[src/design/fci_pkg.sv]
// constants for the frame command interpreter
`default_nettype none
package fci_pkg;
  // frame layout, byte indices counted from zero
  localparam logic [3:0] IDX_CMD_LO = 4'h1;
  localparam logic [3:0] IDX_PAR_LO = 4'h9;
  localparam logic [3:0] IDX_RSV = 4'ha;
  localparam logic [3:0] IDX_LAST = 4'hb;
  localparam logic [7:0] RSV_BYTE = 8'h00;
  // general commands and their answer codes
  localparam logic [15:0] CMD_PING = 16'hfe01;
  localparam logic [15:0] ANS_PING = 16'hff01;
  localparam logic [15:0] CMD_IDENT = 16'hfe02;
  localparam logic [15:0] ANS_IDENT = 16'hff02;
  localparam logic [15:0] CMD_HWVER = 16'hfe06;
  localparam logic [15:0] ANS_HWVER = 16'hff06;
  localparam logic [15:0] CMD_FWVER = 16'hfe07;
  localparam logic [15:0] ANS_FWVER = 16'hff07;
  localparam logic [15:0] CMD_SERIAL = 16'hfe08;
  localparam logic [15:0] ANS_SERIAL = 16'hff08;
  localparam logic [15:0] CMD_NAME = 16'hfe09;
  localparam logic [15:0] ANS_NAME = 16'hff09;
  // input select and controller dump commands
  localparam logic [15:0] CMD_INPUT_SEL = 16'h0030;
  localparam logic [15:0] ANS_INPUT_SEL = 16'h0130;
  localparam logic [15:0] CMD_CTRL_DUMP = 16'h0031;
  localparam logic [15:0] ANS_CTRL_DUMP = 16'h0131;
  // error replies
  localparam logic [15:0] CHECKSUM_FAIL_REPLY = 16'hff10;
  localparam logic [15:0] RESEND_REPLY = 16'hff11;
  localparam logic [15:0] BAD_PARAMETER_REPLY = 16'hff12;
  localparam logic [15:0] UNKNOWN_COMMAND_REPLY = 16'hff13;
  // identity and version, values arbitrary
  localparam logic [63:0] DEVICE_ID = 64'h0000_0000_0000_00a5;
  localparam logic [23:0] HW_VERSION = 24'h01_00_00;
  localparam logic [23:0] FW_VERSION = 24'h01_00_00;
  // serial number and name text, eight characters each, arbitrary
  localparam logic [63:0] SERIAL_TEXT = 64'h3030_3030_3030_3031;
  localparam logic [63:0] NAME_TEXT = 64'h5445_4320_4354_524c;
  localparam logic [63:0] TEXT_LEN = 64'h0000_0000_0000_0008;
  // sensor input codes
  localparam logic [7:0] IN_THERM1 = 8'h00;
  localparam logic [7:0] IN_THERM2 = 8'h01;
  localparam logic [7:0] IN_RES1 = 8'h03;
  localparam logic [7:0] IN_RES2 = 8'h04;
  // input select status values, dump tab character and dump field count
  localparam logic [7:0] STAT_OK = 8'h00;
  localparam logic [7:0] STAT_OK_FAULT = 8'h0a;
  localparam logic [7:0] TAB_CHAR = 8'h09;
  localparam logic [2:0] DUMP_FIELDS = 3'h6;
  // inter-byte timeout and answer fifo depth
  localparam int CLK_MHZ = 125;
  localparam int TIMEOUT_US = 1000;
  localparam int TIMEOUT_CYC = TIMEOUT_US * CLK_MHZ;
  localparam int TX_FIFO_DEPTH = 4;
  // interpreter state
  typedef enum logic [2:0] {
    ST_RX = 3'b001,
    ST_EXEC = 3'b010,
    ST_TX = 3'b100
  } fci_state_t;
endpackage
`default_nettype wire

[src/design/fci_top.sv]
// frame command interpreter with its answer fifo
//
// Overview of operation
// - twelve consecutive bytes, else timeout discards frame
// - command then parameter, most significant first
// - reserved byte eleven is always zero
// - byte twelve is xor of first eleven
// - every good frame gets a twelve-byte answer
// - bad parameter answers bad_parameter_reply
// - unknown command answers unknown_command_reply
// - checksum failure answers checksum_fail_reply
// - resend request makes sender repeat last frame
// - presence check answers zero, changes nothing
// - identify returns device identifier
// - hw_version_query returns three version bytes
// - fw_version_query returns three version bytes
// - serial_number_query: zero gives length, else character
// - name_string_query: zero gives length, else character
// - fault turns output off, status adds ten
// - fault cleared by toggling enable before rearm
// - input select applies only while enable low
// - controller dump returns six controller values
`default_nettype none

////////////////////////////////////////////////////////////////////////////
module fci_fifo #(
  parameter int WIDTH = 8,
  parameter int DEPTH = 4
) (
  input wire logic clk_i,
  input wire logic rst_n_i,
  input wire logic in_valid_i,
  input wire logic [WIDTH-1:0] in_data_i,
  output logic in_ready_o,
  output logic out_valid_o,
  output logic [WIDTH-1:0] out_data_o,
  input wire logic out_ready_i
);
  logic [DEPTH-1:0] vld_q;
  logic [WIDTH-1:0] mem_q [DEPTH];
  logic [DEPTH-1:0] shv;
  logic pop;
  logic push;

  // shift fifo: head always sits in entry zero
  assign pop = vld_q[0] & out_ready_i;
  assign in_ready_o = ~vld_q[DEPTH-1];
  assign push = in_valid_i & in_ready_o;
  assign out_valid_o = vld_q[0];
  assign out_data_o = mem_q[0];

  for (genvar i = 0; i < DEPTH; i++) begin : g_ent
    logic nxt_v;
    logic [WIDTH-1:0] nxt_d;
    logic tgt;
    if (i == DEPTH - 1) begin : g_last
      assign nxt_v = 1'b0;
      assign nxt_d = mem_q[i];
    end else begin : g_mid
      assign nxt_v = vld_q[i+1];
      assign nxt_d = mem_q[i+1];
    end
    assign shv[i] = pop ? nxt_v : vld_q[i];
    if (i == 0) begin : g_first
      assign tgt = ~shv[0];
    end else begin : g_rest
      assign tgt = ~shv[i] & shv[i-1];
    end
    // each entry shifts down on pop and takes new data when targeted
    always_ff @(posedge clk_i or negedge rst_n_i) begin
      if (!rst_n_i) begin
        vld_q[i] <= 1'b0;
        mem_q[i] <= '0;
      end else if (push && tgt) begin
        vld_q[i] <= 1'b1;
        mem_q[i] <= in_data_i;
      end else begin
        vld_q[i] <= shv[i];
        if (pop) begin
          mem_q[i] <= nxt_d;
        end
      end
    end
  end
endmodule

////////////////////////////////////////////////////////////////////////////
module fci_top import fci_pkg::*; #(
  parameter int TIMEOUT_CYCLES = TIMEOUT_CYC
) (
  input wire logic core_clk_i,
  input wire logic rst_n_i,
  input wire logic rx_valid_i,
  input wire logic [7:0] rx_byte_i,
  output logic rx_ready_o,
  output logic tx_valid_o,
  output logic [7:0] tx_byte_o,
  input wire logic tx_ready_i,
  input wire logic enable_i,
  input wire logic single_mode_i,
  input wire logic fault_i,
  input wire logic [95:0] ctl_ch0_i,
  input wire logic [95:0] ctl_ch1_i,
  output logic pulse_on_o,
  output logic fault_latched_o,
  output logic [7:0] input_sel0_o,
  output logic [7:0] input_sel1_o,
  output logic frame_timeout_o
);
  fci_state_t st_q;
  logic [3:0] idx_q;
  logic [31:0] to_cnt_q;
  logic [15:0] cmd_q;
  logic [63:0] par_q;
  logic [7:0] rsv_q;
  logic [7:0] acc_q;
  logic cks_ok_q;
  logic [15:0] ans_cmd_q;
  logic [63:0] ans_par_q;
  logic [15:0] ans_cmd_d;
  logic [63:0] ans_par_d;
  logic [3:0] tx_idx_q;
  logic [7:0] tx_acc_q;
  logic [7:0] tx_byte_c;
  logic fifo_rdy;
  logic rx_fire;
  logic push;
  logic en_s1_q, en_s2_q, en_q;
  logic sm_s1_q, sm_s2_q;
  logic fault_q;
  logic pulse_q;
  logic tmo_q;
  logic [7:0] pend0_q, pend1_q, sel0_q, sel1_q;
  logic do_sel;
  logic sel_ch;
  logic [7:0] sel_val;

  // a character of eight-character text, position one first
  function automatic logic [63:0] text_char(input logic [63:0] s,
                                            input logic [63:0] k);
    logic [63:0] r;
    r = '0;
    for (int i = 0; i < 8; i++) begin
      if (k == 64'(i + 1)) begin
        r[7:0] = s[8*(7-i) +: 8];
      end
    end
    return r;
  endfunction

  assign rx_fire = rx_valid_i & st_q[0];
  assign rx_ready_o = st_q[0];
  assign push = st_q[2] & fifo_rdy;
  assign pulse_on_o = pulse_q;
  assign fault_latched_o = fault_q;
  assign input_sel0_o = sel0_q;
  assign input_sel1_o = sel1_q;
  assign frame_timeout_o = tmo_q;

  ////////////////////////////////////////////////////////////////////////////
  // pin synchronisers; first stage feeds only the second
  always_ff @(posedge core_clk_i or negedge rst_n_i) begin
    if (!rst_n_i) begin
      en_s1_q <= 1'b0;
      en_s2_q <= 1'b0;
      en_q <= 1'b0;
      sm_s1_q <= 1'b0;
      sm_s2_q <= 1'b0;
    end else begin
      en_s1_q <= enable_i;
      en_s2_q <= en_s1_q;
      en_q <= en_s2_q;
      sm_s1_q <= single_mode_i;
      sm_s2_q <= sm_s1_q;
    end
  end

  ////////////////////////////////////////////////////////////////////////////
  // interpreter state machine
  always_ff @(posedge core_clk_i or negedge rst_n_i) begin
    if (!rst_n_i) begin
      st_q <= ST_RX;
    end else begin
      case (st_q)
        ST_RX: if (rx_fire && idx_q == IDX_LAST) st_q <= ST_EXEC;
        ST_EXEC: st_q <= ST_TX;
        ST_TX: if (push && tx_idx_q == IDX_LAST) st_q <= ST_RX;
        default: st_q <= ST_RX;
      endcase
    end
  end

  // byte assembly, checksum accumulation and inter-byte timeout
  always_ff @(posedge core_clk_i or negedge rst_n_i) begin
    if (!rst_n_i) begin
      idx_q <= '0;
      to_cnt_q <= '0;
      cmd_q <= '0;
      par_q <= '0;
      rsv_q <= '0;
      acc_q <= '0;
      cks_ok_q <= 1'b0;
      tmo_q <= 1'b0;
    end else begin
      tmo_q <= 1'b0;
      if (rx_fire) begin
        to_cnt_q <= '0;
        acc_q <= acc_q ^ rx_byte_i;
        if (idx_q <= IDX_CMD_LO) begin
          cmd_q <= {cmd_q[7:0], rx_byte_i};
        end else if (idx_q <= IDX_PAR_LO) begin
          par_q <= {par_q[55:0], rx_byte_i};
        end else if (idx_q == IDX_RSV) begin
          rsv_q <= rx_byte_i;
        end
        if (idx_q == IDX_LAST) begin
          cks_ok_q <= (acc_q == rx_byte_i);
          idx_q <= '0;
          acc_q <= '0;
        end else begin
          idx_q <= idx_q + 4'h1;
        end
      end else if (st_q == ST_RX && idx_q != 4'h0) begin
        if (to_cnt_q == 32'(TIMEOUT_CYCLES - 1)) begin
          idx_q <= '0;
          acc_q <= '0;
          to_cnt_q <= '0;
          tmo_q <= 1'b1;
        end else begin
          to_cnt_q <= to_cnt_q + 32'h1;
        end
      end
    end
  end

  ////////////////////////////////////////////////////////////////////////////
  // decode of a received frame into answer and side effect
  always_comb begin
    logic [7:0] ch;
    logic [63:0] ctl;
    ch = sm_s2_q ? 8'h00 : par_q[15:8];
    ctl = '0;
    ans_cmd_d = UNKNOWN_COMMAND_REPLY;
    ans_par_d = '0;
    do_sel = 1'b0;
    sel_ch = ch[0];
    sel_val = par_q[7:0];
    if (!cks_ok_q) begin
      ans_cmd_d = CHECKSUM_FAIL_REPLY;
    end else if (rsv_q != RSV_BYTE) begin
      ans_cmd_d = RESEND_REPLY;
    end else begin
      case (cmd_q)
        CMD_PING: ans_cmd_d = ANS_PING;
        CMD_IDENT: begin
          ans_cmd_d = ANS_IDENT;
          ans_par_d = DEVICE_ID;
        end
        CMD_HWVER: begin
          ans_cmd_d = ANS_HWVER;
          ans_par_d = {40'h0, HW_VERSION};
        end
        CMD_FWVER: begin
          ans_cmd_d = ANS_FWVER;
          ans_par_d = {40'h0, FW_VERSION};
        end
        CMD_SERIAL: begin
          ans_cmd_d = ANS_SERIAL;
          ans_par_d = (par_q == 64'h0) ? TEXT_LEN
                      : text_char(SERIAL_TEXT, par_q);
        end
        CMD_NAME: begin
          ans_cmd_d = ANS_NAME;
          ans_par_d = (par_q == 64'h0) ? TEXT_LEN
                      : text_char(NAME_TEXT, par_q);
        end
        CMD_INPUT_SEL: begin
          ans_cmd_d = ANS_INPUT_SEL;
          ans_par_d[7:0] = fault_q ? STAT_OK_FAULT : STAT_OK;
          do_sel = (ch <= 8'h01) && (par_q[63:16] == 48'h0)
                   && (sm_s2_q ? par_q[15:8] == 8'h00 : 1'b1)
                   && (sel_val == IN_THERM1 || sel_val == IN_THERM2
                   || sel_val == IN_RES1 || sel_val == IN_RES2);
          if (!do_sel) ans_cmd_d = BAD_PARAMETER_REPLY;
        end
        CMD_CTRL_DUMP: begin
          ans_cmd_d = ANS_CTRL_DUMP;
          ctl = ch[0] ? {32'h0, ctl_ch1_i[95:64]} : {32'h0, ctl_ch0_i[95:64]};
          for (int f = 0; f < 6; f++) begin
            if (par_q[2:0] == 3'(f)) begin
              ans_par_d[15:0] = ch[0] ? ctl_ch1_i[16*(5-f) +: 16]
                                      : ctl_ch0_i[16*(5-f) +: 16];
            end
          end
          if (par_q[2:0] < DUMP_FIELDS - 3'h1) begin
            ans_par_d[23:16] = TAB_CHAR;
          end
          // single mode leaves no room for a channel byte
          if (ch > 8'h01 || par_q[2:0] >= DUMP_FIELDS
              || (sm_s2_q && par_q[15:8] != 8'h00)
              || par_q[63:16] != 48'h0 || ctl[63]) begin
            ans_cmd_d = BAD_PARAMETER_REPLY;
          end
        end
        default: ans_cmd_d = UNKNOWN_COMMAND_REPLY;
      endcase
      if ((cmd_q[15:8] == 8'hfe) && (cmd_q != CMD_SERIAL)
          && (cmd_q != CMD_NAME) && (par_q != 64'h0)
          && (ans_cmd_d != UNKNOWN_COMMAND_REPLY)) begin
        ans_cmd_d = BAD_PARAMETER_REPLY;
      end
      if ((cmd_q == CMD_SERIAL || cmd_q == CMD_NAME)
          && par_q > TEXT_LEN) begin
        ans_cmd_d = BAD_PARAMETER_REPLY;
      end
      if (ans_cmd_d == BAD_PARAMETER_REPLY) begin
        ans_par_d = '0;
      end
    end
  end

  // answer capture
  always_ff @(posedge core_clk_i or negedge rst_n_i) begin
    if (!rst_n_i) begin
      ans_cmd_q <= '0;
      ans_par_q <= '0;
    end else if (st_q == ST_EXEC) begin
      ans_cmd_q <= ans_cmd_d;
      ans_par_q <= ans_par_d;
    end
  end

  ////////////////////////////////////////////////////////////////////////////
  // pending and active input selection per channel
  always_ff @(posedge core_clk_i or negedge rst_n_i) begin
    if (!rst_n_i) begin
      pend0_q <= IN_THERM1;
      pend1_q <= IN_THERM1;
      sel0_q <= IN_THERM1;
      sel1_q <= IN_THERM1;
    end else begin
      if (st_q == ST_EXEC && do_sel && cks_ok_q) begin
        if (sel_ch) pend1_q <= sel_val;
        else pend0_q <= sel_val;
      end
      if (!en_q) begin
        sel0_q <= pend0_q;
        sel1_q <= pend1_q;
      end
    end
  end

  // fault latch: set wins, a falling enable acknowledges it
  always_ff @(posedge core_clk_i or negedge rst_n_i) begin
    if (!rst_n_i) begin
      fault_q <= 1'b0;
      pulse_q <= 1'b0;
    end else begin
      if (fault_i) fault_q <= 1'b1;
      else if (!en_s2_q && en_q) fault_q <= 1'b0;
      pulse_q <= en_q & ~fault_q & ~fault_i;
    end
  end

  ////////////////////////////////////////////////////////////////////////////
  // answer serialiser into the fifo
  always_comb begin
    tx_byte_c = ans_par_q[7:0];
    case (tx_idx_q)
      4'h0: tx_byte_c = ans_cmd_q[15:8];
      4'h1: tx_byte_c = ans_cmd_q[7:0];
      IDX_RSV: tx_byte_c = RSV_BYTE;
      IDX_LAST: tx_byte_c = tx_acc_q;
      default: tx_byte_c = ans_par_q[8*(9-tx_idx_q) +: 8];
    endcase
  end

  always_ff @(posedge core_clk_i or negedge rst_n_i) begin
    if (!rst_n_i) begin
      tx_idx_q <= '0;
      tx_acc_q <= '0;
    end else if (push) begin
      tx_acc_q <= (tx_idx_q == IDX_LAST) ? 8'h00 : tx_acc_q ^ tx_byte_c;
      tx_idx_q <= (tx_idx_q == IDX_LAST) ? 4'h0 : tx_idx_q + 4'h1;
    end
  end

  fci_fifo #(.WIDTH(8), .DEPTH(TX_FIFO_DEPTH)) u_tx_fifo (
    .clk_i(core_clk_i),
    .rst_n_i(rst_n_i),
    .in_valid_i(st_q[2]),
    .in_data_i(tx_byte_c),
    .in_ready_o(fifo_rdy),
    .out_valid_o(tx_valid_o),
    .out_data_o(tx_byte_o),
    .out_ready_i(tx_ready_i)
  );
endmodule
`default_nettype wire

[config.mk]
export PLATFORM = sky130hd
export DESIGN_NAME = fci_top
export DESIGN_NICKNAME = d
export VERILOG_FILES = /design/src/design/fci_pkg.sv /design/src/design/fci_top.sv
export SDC_FILE = /design/constraint.sdc
export NUM_CORES = 1
export LEC_CHECK = 0
export BUFFER_PORTS_ARGS = -buffer_cell sky130_fd_sc_hd__buf_4
export CAP_MARGIN = 20
export CELL_PAD_IN_SITES_DETAIL_PLACEMENT = 1
export CELL_PAD_IN_SITES_GLOBAL_PLACEMENT = 1
export CORE_ASPECT_RATIO = 1.5
export CORE_UTILIZATION = 44
export CTS_CLUSTER_SIZE = 40
export DETAILED_ROUTE_END_ITERATION = 12
export GPL_TIMING_DRIVEN = 0
export PLACE_DENSITY_LB_ADDON = 0.1
export SLEW_MARGIN = 20
export SYNTH_ARGS = -nofsm -noshare
export SYNTH_HDL_FRONTEND = slang
export SYNTH_SLANG_ARGS = --single-unit
[constraint.sdc]
create_clock -name core_clk_i -period 3.8 [get_ports core_clk_i]
set_clock_uncertainty 0.15 [all_clocks]
set_input_delay 0.38 -clock core_clk_i [delete_from_list [all_inputs] [get_ports core_clk_i]]
set_output_delay 0.38 -clock core_clk_i [all_outputs]
set_load 0.01 [all_outputs]
# ---- Word-level counts from Yosys, hierarchy flattened
# Cells that the tools add are included.
dict set report word_totals {
  ff_bits 304
  latch_bits 0
  ramBits 0
  rom_bits 0
  in_bits 207
  out_inout_bits 29
  elab_cells 248
  mem_count 0
}
dict set report classes {
  add_sub_neg 4
  n_mul 0
  div_mod_pow 0
  order_cmp 7
  eq_ne 41
  shift 1
  mux 89
  bitwise_logic 20
  reduce_logical 54
}
# cell count
set op_table {}
lappend op_table {{2-to-1 mux 16 bit} 22}
lappend op_table {{== test 64 x 3 -> 1 bit, second input constant} 4}
lappend op_table {{2-to-1 mux 8 bit} 28}
lappend op_table {{2-to-1 mux 64 bit} 3}
lappend op_table {{== test 64 x 2 -> 1 bit, second input constant} 2}
lappend op_table {{one-hot mux 16 bit (8 select lines)} 1}
lappend op_table {{== test 16 bit, second input constant} 7}
lappend op_table {{2-to-1 mux 32 bit} 3}
lappend op_table {{== test 64 x 1 -> 1 bit, second input constant} 1}
lappend op_table {{== test 64 x 4 -> 1 bit, second input constant} 1}
lappend op_table {{greater-than comparator 64 x 4 -> 1 bit, second input constant} 1}
lappend op_table {{logical NOT 64 bit} 1}
lappend op_table {{one-hot mux 16 bit (4 select lines)} 1}
lappend op_table {{nonzero test 64 bit} 1}
lappend op_table {{variable part select 64 x 33 -> 8 bit} 1}
lappend op_table {{logical NOT 48 bit} 1}
lappend op_table {{!= test 16 bit, second input constant} 3}
lappend op_table {{nonzero test 48 bit} 1}
lappend op_table {{one-hot mux 8 bit (5 select lines)} 1}
lappend op_table {{adder 32 x 1 -> 32 bit, second input constant} 1}
lappend op_table {{== test 16 x 6 -> 1 bit, second input constant} 2}
lappend op_table {{== test 32 x 17 -> 1 bit, second input constant} 1}
lappend op_table {{one-hot mux 8 bit (4 select lines)} 1}
lappend op_table {{2-to-1 mux 4 bit} 7}
lappend op_table {{other kinds (41)} 121}

# ---- Depth between registers and ports, before layout
# Gate-level depths: netlist of run 1.
dict set report logic_depth {
  word_depth 20
  depth_mapped 11
  ltp_nobuf 9
}

# ---- Modules after synthesis
# From an unflattened synthesis of run 1, not the netlist that was laid out.
dict set report unflattened {
  cells_unflattened 1292
  area_unflattened_um2 13250.2
}
# module n_inst cells_per_inst area_per_inst_um2
set modules_own_cells {}
lappend modules_own_cells {fci_top 1 1152 11509.8}
lappend modules_own_cells {fci_fifo 1 140 1740.4}

# ---- Least setup slack after synthesis of run 1
# Ideal clock, no wire load.
dict set report synth_path {
  path_type {reg2reg}
  from {reg tx_idx_q[0]}
  to {reg tx_acc_q[6]}
  setup_ps 143
  arrival_time_ps 2368
  required_time_ps 3507
  slack_ps 1139
  stages_incl_launch_ff 11
  path_buffers 1
  path_cell_list {dfrtp_1 -> buf_1 -> inv_1 -> ha_1 -> nor2_1 -> a211oi_1 -> nor4_1 -> a221oi_1 -> a21o_1 -> nand2_1 -> o31ai_1}
}
dict set report synth_via {
  elab_chain_len 5
}
# item line
set synth_rtl {}
lappend synth_rtl {{start: declaration} fci_top.sv:122} ;# logic [3:0] tx_idx_q;
lappend synth_rtl {{start signal: assignment} fci_top.sv:384} ;# tx_idx_q <= (tx_idx_q == IDX_LAST) ? 4'h0 : tx_idx_q + 4'h1;
lappend synth_rtl {{subtractor 4 x 4 -> 5 bit} fci_top.sv:374} ;# default: tx_byte_c = ans_par_q[8*(9-tx_idx_q) +: 8];
lappend synth_rtl {{variable part select 64 x 33 -> 8 bit} fci_top.sv:374}
lappend synth_rtl {{one-hot mux 8 bit (4 select lines)} fci_top.sv:369} ;# case (tx_idx_q)
lappend synth_rtl {{XOR 8 bit} fci_top.sv:383} ;# tx_acc_q <= (tx_idx_q == IDX_LAST) ? 8'h00 : tx_acc_q ^ tx_byte_c;
lappend synth_rtl {{2-to-1 mux 8 bit (*)} fci_top.sv:383}
lappend synth_rtl {{end signal: assignment} fci_top.sv:383}
lappend synth_rtl {{end: declaration} fci_top.sv:123} ;# logic [7:0] tx_acc_q;
# Mark *: on every way between the ends. The rest lies on a longest branch, timed or not.
# A chain may end at the register's enable or synchronous reset.

# ---- Final worst setup path of run 1
dict set report layout_path {
  from {reg tx_idx_q[0]}
  to {reg tx_acc_q[7]}
}
# The elaborated chain is that of the path after synthesis.

==> results of run 1 <==
==> state kept, by name, summed over array words and instances (netlist names), 16 cells and up <==
register               cells
u_tx_fifo.g_ent.nxt_d     24
cmd_q                     16
ans_par_q                 18
to_cnt_q                  32
par_q                     64
==> routing by layer <==
metal	wire length, µm	track usage, %
met3	1788	4.087
met1	17650	35.19
met2	23420	53.59
met5	0	0
met4	1700	10.57
==> cell type report <==
| cell class | count | area share [%] |
|---|---|---|
| timing repair buffer | 245 | 11.64 |
| inverter | 17 | 0.3860 |
| clock buffer | 33 | 4.390 |
| tap | 395 | 2.990 |
| multi-input combinational | 980 | 39.50 |
| buffer | 79 | 2.059 |
| sequential | 250 | 37.85 |
| clock inverter | 12 | 1.181 |
==> kinds of logic (layout without fill, tap and decap cells) <==
| group | Yosys count | after routing | share of synthesized area (%) |
|---|---|---|---|
| mux | 186 | 186 | 16.15 |
| fa+ha+maj | 12 | 12 | 1.138 |
| buf+inv | 96 | 386 | 3.064 |
| simple gates | 452 | 452 | 16.53 |
| compound gates | 303 | 303 | 13.88 |
| flops | 250 | 250 | 47.44 |
| xor+xnor | 27 | 27 | 1.793 |
==> how the worst max path moves through the flow <==
stage	start	end	slack, ps	cells after the start
after floorplan	tx_idx_q[0]	tx_acc_q[6]	1140	10
after global placement	rst_n_i	to_cnt_q[17]	120	1
after detailed placement	tx_idx_q[0]	tx_acc_q[7]	380	10
after CTS	tx_idx_q[0]	tx_acc_q[7]	360	10
after global routing	tx_idx_q[0]	tx_acc_q[7]	60	10
final	tx_idx_q[0]	tx_acc_q[7]	360	10
==> power breakdown <==
| group | internal [mW] | total (mW) | switching (mW) |
|---|---|---|---|
| combinational | 1.50 | 3.42 | 1.93 |
| clock | 1.68 | 2.73 | 1.05 |
| sequential | 3.22 | 3.67 | 0.448 |
==> worst min-delay path, delay by kind of cell <==
family,cells,cell delay (ps)
compound gates,1,60
simple gates,1,50
buf+inv,1,140
==> layout by cell type, fill, tap and decap left out, types with 18 or more instances in the layout <==
cell	synthesis	layout
o21ai_0	129	129
nand4_1	18	18
nor4_1	20	20
nor3_1	19	19
buf_4	5	239
dfrtp_1	249	249
clkbuf_1	57	58
a21oi_1	68	68
nand3_1	29	29
mux2_2	125	125
mux2i_1	52	52
nand2_1	207	207
nor2_1	72	72
clkbuf_16	0	25
and3_1	22	22
==> through the flow <==
stage | setup WS (ps) | instances
finish | 361.3 | 2011
global route | 56.19 | 2011
CTS | 357.0 | 2011
detailed placement | 375.8 | 1959
global placement | 122.6 | 1956
floorplan | 1139 | 1326
==> results.md, run 1 <==
- Max Cap Viol: 0
- Initial Util: 44.74%
- Die area: 0.03069 mm²
- Register-to-Register Path Depth: 10
- Setup_tns: 0 ps
- Multi-input gate area: 0.006529 mm²
- HP Class: in -> reg
- Via density: 5.725
- CP cell instances: buf_1 -> inv_1 -> ha_1 -> nor2_1 -> a211oi_1 -> nor4_1 -> a221oi_1 -> a21o_1 -> nand2_1 -> o31ai_1
- Finished Core Util: 56.07%
- Period minus WS final: 3439 ps
- Vias in the first global route: 12640
- Hold-fix buffers, CTS: 7
- Final Net Count: 1817
- Final ANT Viol Nets: 0
- Final worst-path cycle share: 90.49%
- GP Congestion: 0.9721
- CTS Buf Count: 25
- Post-Syn Nets: 1545
- Top cells by area, synth: dfrtp_1 47%, mux2_2 11%, nand2_1 5.9%
- Hpwl dp: 33.94 mm
- Worst Path Required: 4020 ps
- Post-cts resize count: 0
- Antenna violations before repair: 0
- Leakage: 7.567 nW
- Total Wirelength: 44.56 mm
- CP max FO: 10
- Clock-pin slew on the worst setup and hold paths: 60 ps
- Post-synthesis async set-or-reset flop share: 100.0%
- Hold WS: 6.818 ps
- Reg area: 0.006257 mm²
- DR iter-0 viols: 326
- Peak Freq: 290.8 MHz
- Hold wc startpoint: rx_byte_i[6]
- Crit path kind: reg -> reg
- DRT Pass-1 Iters: 4
- Area leader, netlist: dfrtp_1
- Mapped Avg Cell Area: 9.947 µm²
- Final Hold Vio Count: 0
- Synthesized flop and latch total: 250
- Sequential share of the synthesized area: 47.44%
- Cell Area, Synth: 0.01319 mm²
- Slew @ Worst Pin: 1020 ps
- Flop2flop setup slack: 360 ps
- Post-CTS setup buffer count: 0
- Clk buf depth: 3
- DP Area: 0.01554 mm²
- WL/cell: 22.16 µm
- Row Count: 77
- Finished Cell Area: 0.01653 mm²
- Chip Height: 214.1 µm
- Clock Latency Late Sink: 530 ps
- Reg2Reg Capture Point: tx_acc_q[7]
- Pwr dens: 594.1 mW/mm²
- I/O Buffers: 235
- Outcome: finished clean
- Core Region: 0.02948 mm²
- Worst path buffer plus inverter count: 2
- Clock sinks: 250
- CP Capture Type: register
- GRT Util Overall: 29.62%
- Die width: 143.4 µm
- Final setup viols: 0
- DR vias: 11510
- Slowest cell delay on critical path: 720 ps
- Antenna cell count: 0
- Post-Syn Instances: 1326
- Critical path's top delay family: simple AND/OR/NAND/NOR gates
- Root Buffer: clkbuf_16
- Layout cells sized above 1: 27.72%
- Ys flop type: dfrtp_1
- Drc violations: 0
- Fillcell total: 3352
- RSZ-0062 raised after global routing: no
- Arrival time at the worst endpoint: 3660 ps
- Ports: 236
- Count leader, synth: dfrtp_1
- Slew margin rel.: 32.03%
- WHS Endpoint: acc_q[6]
- Post-synth EDFFs: 0
- Htree depth: 1
- RR Startpoint: tx_idx_q[0]
- Overall power: 9.821 mW
- CTS tree: yes
- Hold path cells: 3
- Crit-path slowest cell: nor4_1
- P&R area growth vs syn: 25.32%
- Top post-synthesis cells by count: 249 x dfrtp_1, 207 x nand2_1, 129 x o21ai_0
- Largest net degree at the start of global routing: 88
- Top cell type's share of synthesized area: 47.24%
- Overflow after GRT: 0
- YS warnings: 0
- Startpoint types: register
- Yosys cell types: 66
- First-pass GRT wire length: 70.07 mm
- Final Slew Violations: 0
- Peak supply drop: 416.2 µV
No activity file was read; power rests on OpenSTA's default activity.
==> run 2: changes to the inputs <==
==> constraint.sdc (replaced) <==
create_clock -name core_clk_i -period 3.85 [get_ports core_clk_i]
set_clock_uncertainty 0.15 [all_clocks]
set_input_delay 0.385 -clock core_clk_i [delete_from_list [all_inputs] [get_ports core_clk_i]]
set_output_delay 0.385 -clock core_clk_i [all_outputs]
set_load 0.01 [all_outputs]
==> results.md, run 2 (synthesis gave the netlist of run 1 again) <==
- Outcome: finished clean
- Crit path kind: reg -> reg
- Slew @ Worst Pin: 1003 ps
- Final Net Count: 1816
- Clock-pin slew on the worst setup and hold paths: 70 ps
- Final worst-path cycle share: 89.11%
- Die area: 0.03069 mm²
- Htree depth: 1
- Drc violations: 0
- Clock Latency Late Sink: 530 ps
- Post-cts resize count: 0
- CTS tree: yes
- DR iter-0 viols: 361
- Clk buf depth: 3
- Most common cell after layout, fill and taps aside: dfrtp_1
- Die width: 143.4 µm
- CTS Buf Count: 25
- Final ANT Viol Nets: 0
- Setup_tns: 0 ps
- Clock sinks: 250
- Total Wirelength: 44.61 mm
- P&R area growth vs syn: 25.24%
- First-pass GRT wire length: 70.06 mm
- Startpoint types: register
- Root Buffer: clkbuf_16
- Fillcell total: 3355
- Initial Util: 44.74%
- Core Region: 0.02948 mm²
- GRT Util Overall: 29.61%
- Largest net degree at the start of global routing: 88
- CP Capture Type: register
- Antenna cell count: 0
- Chip Height: 214.1 µm
- Hpwl dp: 33.94 mm
- CP max FO: 10
- Dpl cells: 1959
- RSZ-0062 raised after global routing: no
- GP Congestion: 0.9721
- Max Cap Viol: 0
- Leakage: 7.562 nW
- Vias in the first global route: 12630
- Most flops, register: par_q
- Slew margin rel.: 32.59%
- Max FFs per register: 64
- Worst Path Required: 4070 ps
- Peak supply drop: 411.4 µV
- Flop2flop setup slack: 420 ps
- Finished Layout Cells: 2010
- Via density: 5.707
- DRT Pass-1 Iters: 4
- Final Slew Violations: 0
- Arrival time at the worst endpoint: 3660 ps
- Pwr dens: 587.1 mW/mm²
- Final Hold Vio Count: 0
- Period minus WS final: 3431 ps
- Final setup viols: 0
- Ports: 236
- Dpl ws: 425.8 ps
- Fin worst setup slack: 419.2 ps
- Antenna violations before repair: 0
- HP Class: in -> reg
- Layout cells sized above 1: 27.74%
- WL/cell: 22.19 µm
- Commonest non-fill, non-tap cells in the layout: 249 x dfrtp_1, 239 x buf_4, 207 x nand2_1
- DR vias: 11470
- Row Count: 77
- Peak Freq: 291.5 MHz
- I/O Buffers: 235
- Overflow after GRT: 0
[run 2: cell count changes in the layout (fill, tap and decap cells not counted)]
cell | previous run | this run
dlygate4sd3_1 | 7 | 6
[run 2: layout make-up]
| type | instances | area (µm²) | share of cell area [%] |
|---|---|---|---|
| multi-input combinational | 980 | 6529 | 39.52 |
| sequential | 250 | 6257 | 37.88 |
| buffer | 79 | 340.3 | 2.060 |
| timing repair buffer | 244 | 1914 | 11.59 |
| clock inverter | 12 | 195.2 | 1.182 |
| inverter | 17 | 63.81 | 0.3863 |
| clock buffer | 33 | 725.7 | 4.393 |
| tap | 395 | 494.2 | 2.992 |
[run 2: metal layers]
layer	global-route usage, %	vias up	routed length [µm]
li1	-	5333	-
met1	35.20	5819	17780
met2	53.56	219	23470
met3	4.087	100	1678
met4	10.57	0	1678
met5	0	-	0
[run 2: timing repair]
action / CTS / global route
hold buffers: 6 / 0
endpoints found under the hold margin: 55 / 0
buffers inserted: 0 / 0
[run 2: path summary, 6_finish.rpt]
check / cells after the start / from / to
worst max-delay path: 10 / tx_idx_q[0] / tx_acc_q[7]
worst min-delay path: 3 / rx_byte_i[6] / acc_q[6]
worst max register to register: 10 / tx_idx_q[0] / tx_acc_q[7]
worst min register to register: 0 / sm_s1_q / sm_s2_q
max in group asynchronous: 3 / rst_n_i / to_cnt_q[1]
min in group asynchronous: 2 / rst_n_i / ans_par_q[10]
[run 2: worst max-delay path, stage by stage (launching register included)]
cell      delay (ps)
dfrtp_1          500
buf_1            440
inv_1            190
ha_1             280
nor2_1           110
a211oi_1          70
nor4_1           710
a221oi_1         420
a21o_1           280
nand2_1           60
o31ai_1           60
[run 2: report_power, final]
group,switching [mW],leakage [nW],internal [mW]
Sequential,0.444,3.23,3.18
Clock,1.03,0.455,1.66
Combinational,1.91,3.88,1.48
Total,3.38,7.56,6.32
[run 2: stage by stage]
stage	hold slack (ps)	power [mW]	utilization, %	cell area [µm²]
3_3_place_gp	185.5	6.855	52.40	15450
3_5_place_dp	165.8	6.998	52.71	15540
4_1_cts	2.793	9.744	56.04	16520
6_report	11.67	9.698	56.04	16520
5_1_grt	27.26	10.20	56.04	16520
2_1_floorplan	-60.59	5.762	-	13190
==> run 3: changes to the inputs <==
--- a/config.mk
+++ b/config.mk
@@ -7,14 +7,14 @@
 export LEC_CHECK = 0
 export BUFFER_PORTS_ARGS = -buffer_cell sky130_fd_sc_hd__buf_4
 export CAP_MARGIN = 20
-export CELL_PAD_IN_SITES_DETAIL_PLACEMENT = 1
-export CELL_PAD_IN_SITES_GLOBAL_PLACEMENT = 1
 export CORE_ASPECT_RATIO = 1.5
-export CORE_UTILIZATION = 44
+export CORE_UTILIZATION = 45
+export CTS_BUF_LIST = sky130_fd_sc_hd__clkbuf_16
 export CTS_CLUSTER_SIZE = 40
 export DETAILED_ROUTE_END_ITERATION = 12
 export GPL_TIMING_DRIVEN = 0
-export PLACE_DENSITY_LB_ADDON = 0.1
+export PLACE_DENSITY = 0.67
+export REMOVE_ABC_BUFFERS = 1
 export SLEW_MARGIN = 20
 export SYNTH_ARGS = -nofsm -noshare
 export SYNTH_HDL_FRONTEND = slang
==> results.md, run 3 (synthesis gave the netlist of run 1 again) <==
- Most frequent CP cell: nor2_1
- Initial Util: 45.78%
- GP Congestion: 0.8611
- Pwr dens: 550.8 mW/mm²
- Setup_tns: 0 ps
- First-pass GRT wire length: 54.86 mm
- Fin worst setup slack: 323.4 ps
- Commonest non-fill, non-tap cells in the layout: 248 x dfrtp_1, 234 x buf_4, 206 x nand2_1
- Ports: 236
- Slew margin rel.: 29.12%
- Dpl cells: 1880
- Via density: 5.659
- Total Wirelength: 34.32 mm
- Final Net Count: 1744
- CP Capture Type: register
- Drc violations: 0
- Most flops, register: par_q
- Final ANT Viol Nets: 0
- Crit-path slowest cell: dfrtp_2
- Peak supply drop: 370.9 µV
- CTS Buf Count: 25
- Internal: 5.863 mW
- Hold wc startpoint: rx_byte_i[5]
- Dpl ws: 175.8 ps
- I/O Buffers: 235
- HP Class: in -> reg
- Antenna cell count: 0
- DR vias: 10910
- Finished Core Util: 56.02%
- Vias in the first global route: 10740
- Outcome: finished clean
- Slowest cell delay on critical path: 830 ps
- Hpwl dp: 24.98 mm
- DR iter-0 viols: 743
- Htree depth: 1
- Clock-pin slew on the worst setup and hold paths: 60 ps
- Core Region: 0.02881 mm²
- Final Hold Vio Count: 0
- P_sw: 3.028 mW
- GRT Util Overall: 22.70%
- DRT Pass-1 Iters: 5
- Layout cells sized above 1: 28.09%
- Leakage: 7.398 nW
- Hold WS: 16.87 ps
- Clock Latency Late Sink: 520 ps
- Die area: 0.03001 mm²
- Clk network pwr share: 24.5%
- Most common cell after layout, fill and taps aside: dfrtp_1
- Final setup viols: 0
- Arrival time at the worst endpoint: 3760 ps
- WL/cell: 17.80 µm
- Finished Layout Cells: 1928
- Period minus WS final: 3527 ps
- Max Cap Viol: 0
- Overflow after GRT: 0
- Root Buffer: clkbuf_16
- Worst Path Required: 4090 ps
- CTS tree: yes
- Reg power frac: 42.7%
- P&R area growth vs syn: 22.38%
- CP cell instances: clkinvlp_4 -> nand2_1 -> nor2_1 -> a311oi_1 -> nor2_1 -> nand4_1 -> o21ai_0
- Slew @ Worst Pin: 1061 ps
- Fillcell total: 2562
- CP max FO: 34
- Row Count: 76
- Die width: 141.8 µm
- Crit path kind: reg -> reg
- RSZ-0062 raised after global routing: no
- Final worst-path cycle share: 91.60%
- Chip Height: 211.7 µm
- Max FFs per register: 64
- Clk buf depth: 3
- Overall power: 8.891 mW
- Logic gate share of total power: 32.8%
- Crit path from: par_q[0]
- Clock sinks: 250
- Startpoint types: register
- DP Area: 0.01533 mm²
- Antenna violations before repair: 0
- RR Startpoint: par_q[0]
- Final Slew Violations: 0
- Finished Cell Area: 0.01614 mm²
- Peak Freq: 283.6 MHz
- Sw frac: 34.05%
- Post-CTS setup buffer count: 0
- Largest net degree at the start of global routing: 102
run 3: metal layers:
metal  wire, µm  share of wire, %  global-route usage (%)
met3       1832               5.3                   3.483
met5          0                 0                       0
met4        808               2.4                   7.082
met1      14410                42                   29.59
met2      17270                50                   38.68
run 3: path summary, 6_finish.rpt:
| check | to | slack (ps) | cells after the start |
|---|---|---|---|
| worst max register to register | ans_par_q[4] | 320 | 7 |
| worst max-delay path | ans_par_q[4] | 320 | 7 |
| min in group asynchronous | par_q[63] | 290 | 2 |
| max in group asynchronous | tx_idx_q[1] | 2390 | 3 |
| worst min register to register | en_s2_q | 200 | 0 |
| worst min-delay path | acc_q[5] | 20 | 3 |
run 3: timing repair:
| action | CTS | global route |
|---|---|---|
| endpoints found under the hold margin | 79 | 0 |
| hold buffers | 8 | 0 |
| resized for setup | 0 | 2 |
| endpoints found under the setup margin | 0 | 16 |
run 3: power groups by stage:
stage	Sequential [mW]	Clock [mW]	Combinational [mW]
floorplan	3.60	0	2.12
global placement	3.80	0	2.85
detailed placement	3.83	0	2.89
CTS	3.79	2.23	2.91
global route	3.88	2.34	3.19
finish	3.80	2.18	2.92
run 3: area by class of cell:
class,instances,area (µm²),area share [%]
Inverter,17,67.56,0.4186
Clock inverter,15,85.08,0.5271
Clock buffer,25,625.6,3.876
Tap cell,390,488.0,3.023
Timing Repair Buffer,251,2033,12.60
Multi-Input combinational cell,980,6584,40.79
Sequential cell,250,6259,38.77
run 3: critical path, delay by kind of cell, from the launching register on:
| kind | cells | cell delay (ps) |
|---|---|---|
| AOI/OAI and AO/OA | 2 | 520 |
| buffers and inverters | 1 | 630 |
| DFF | 1 | 830 |
| and+or+nand+nor | 4 | 1260 |
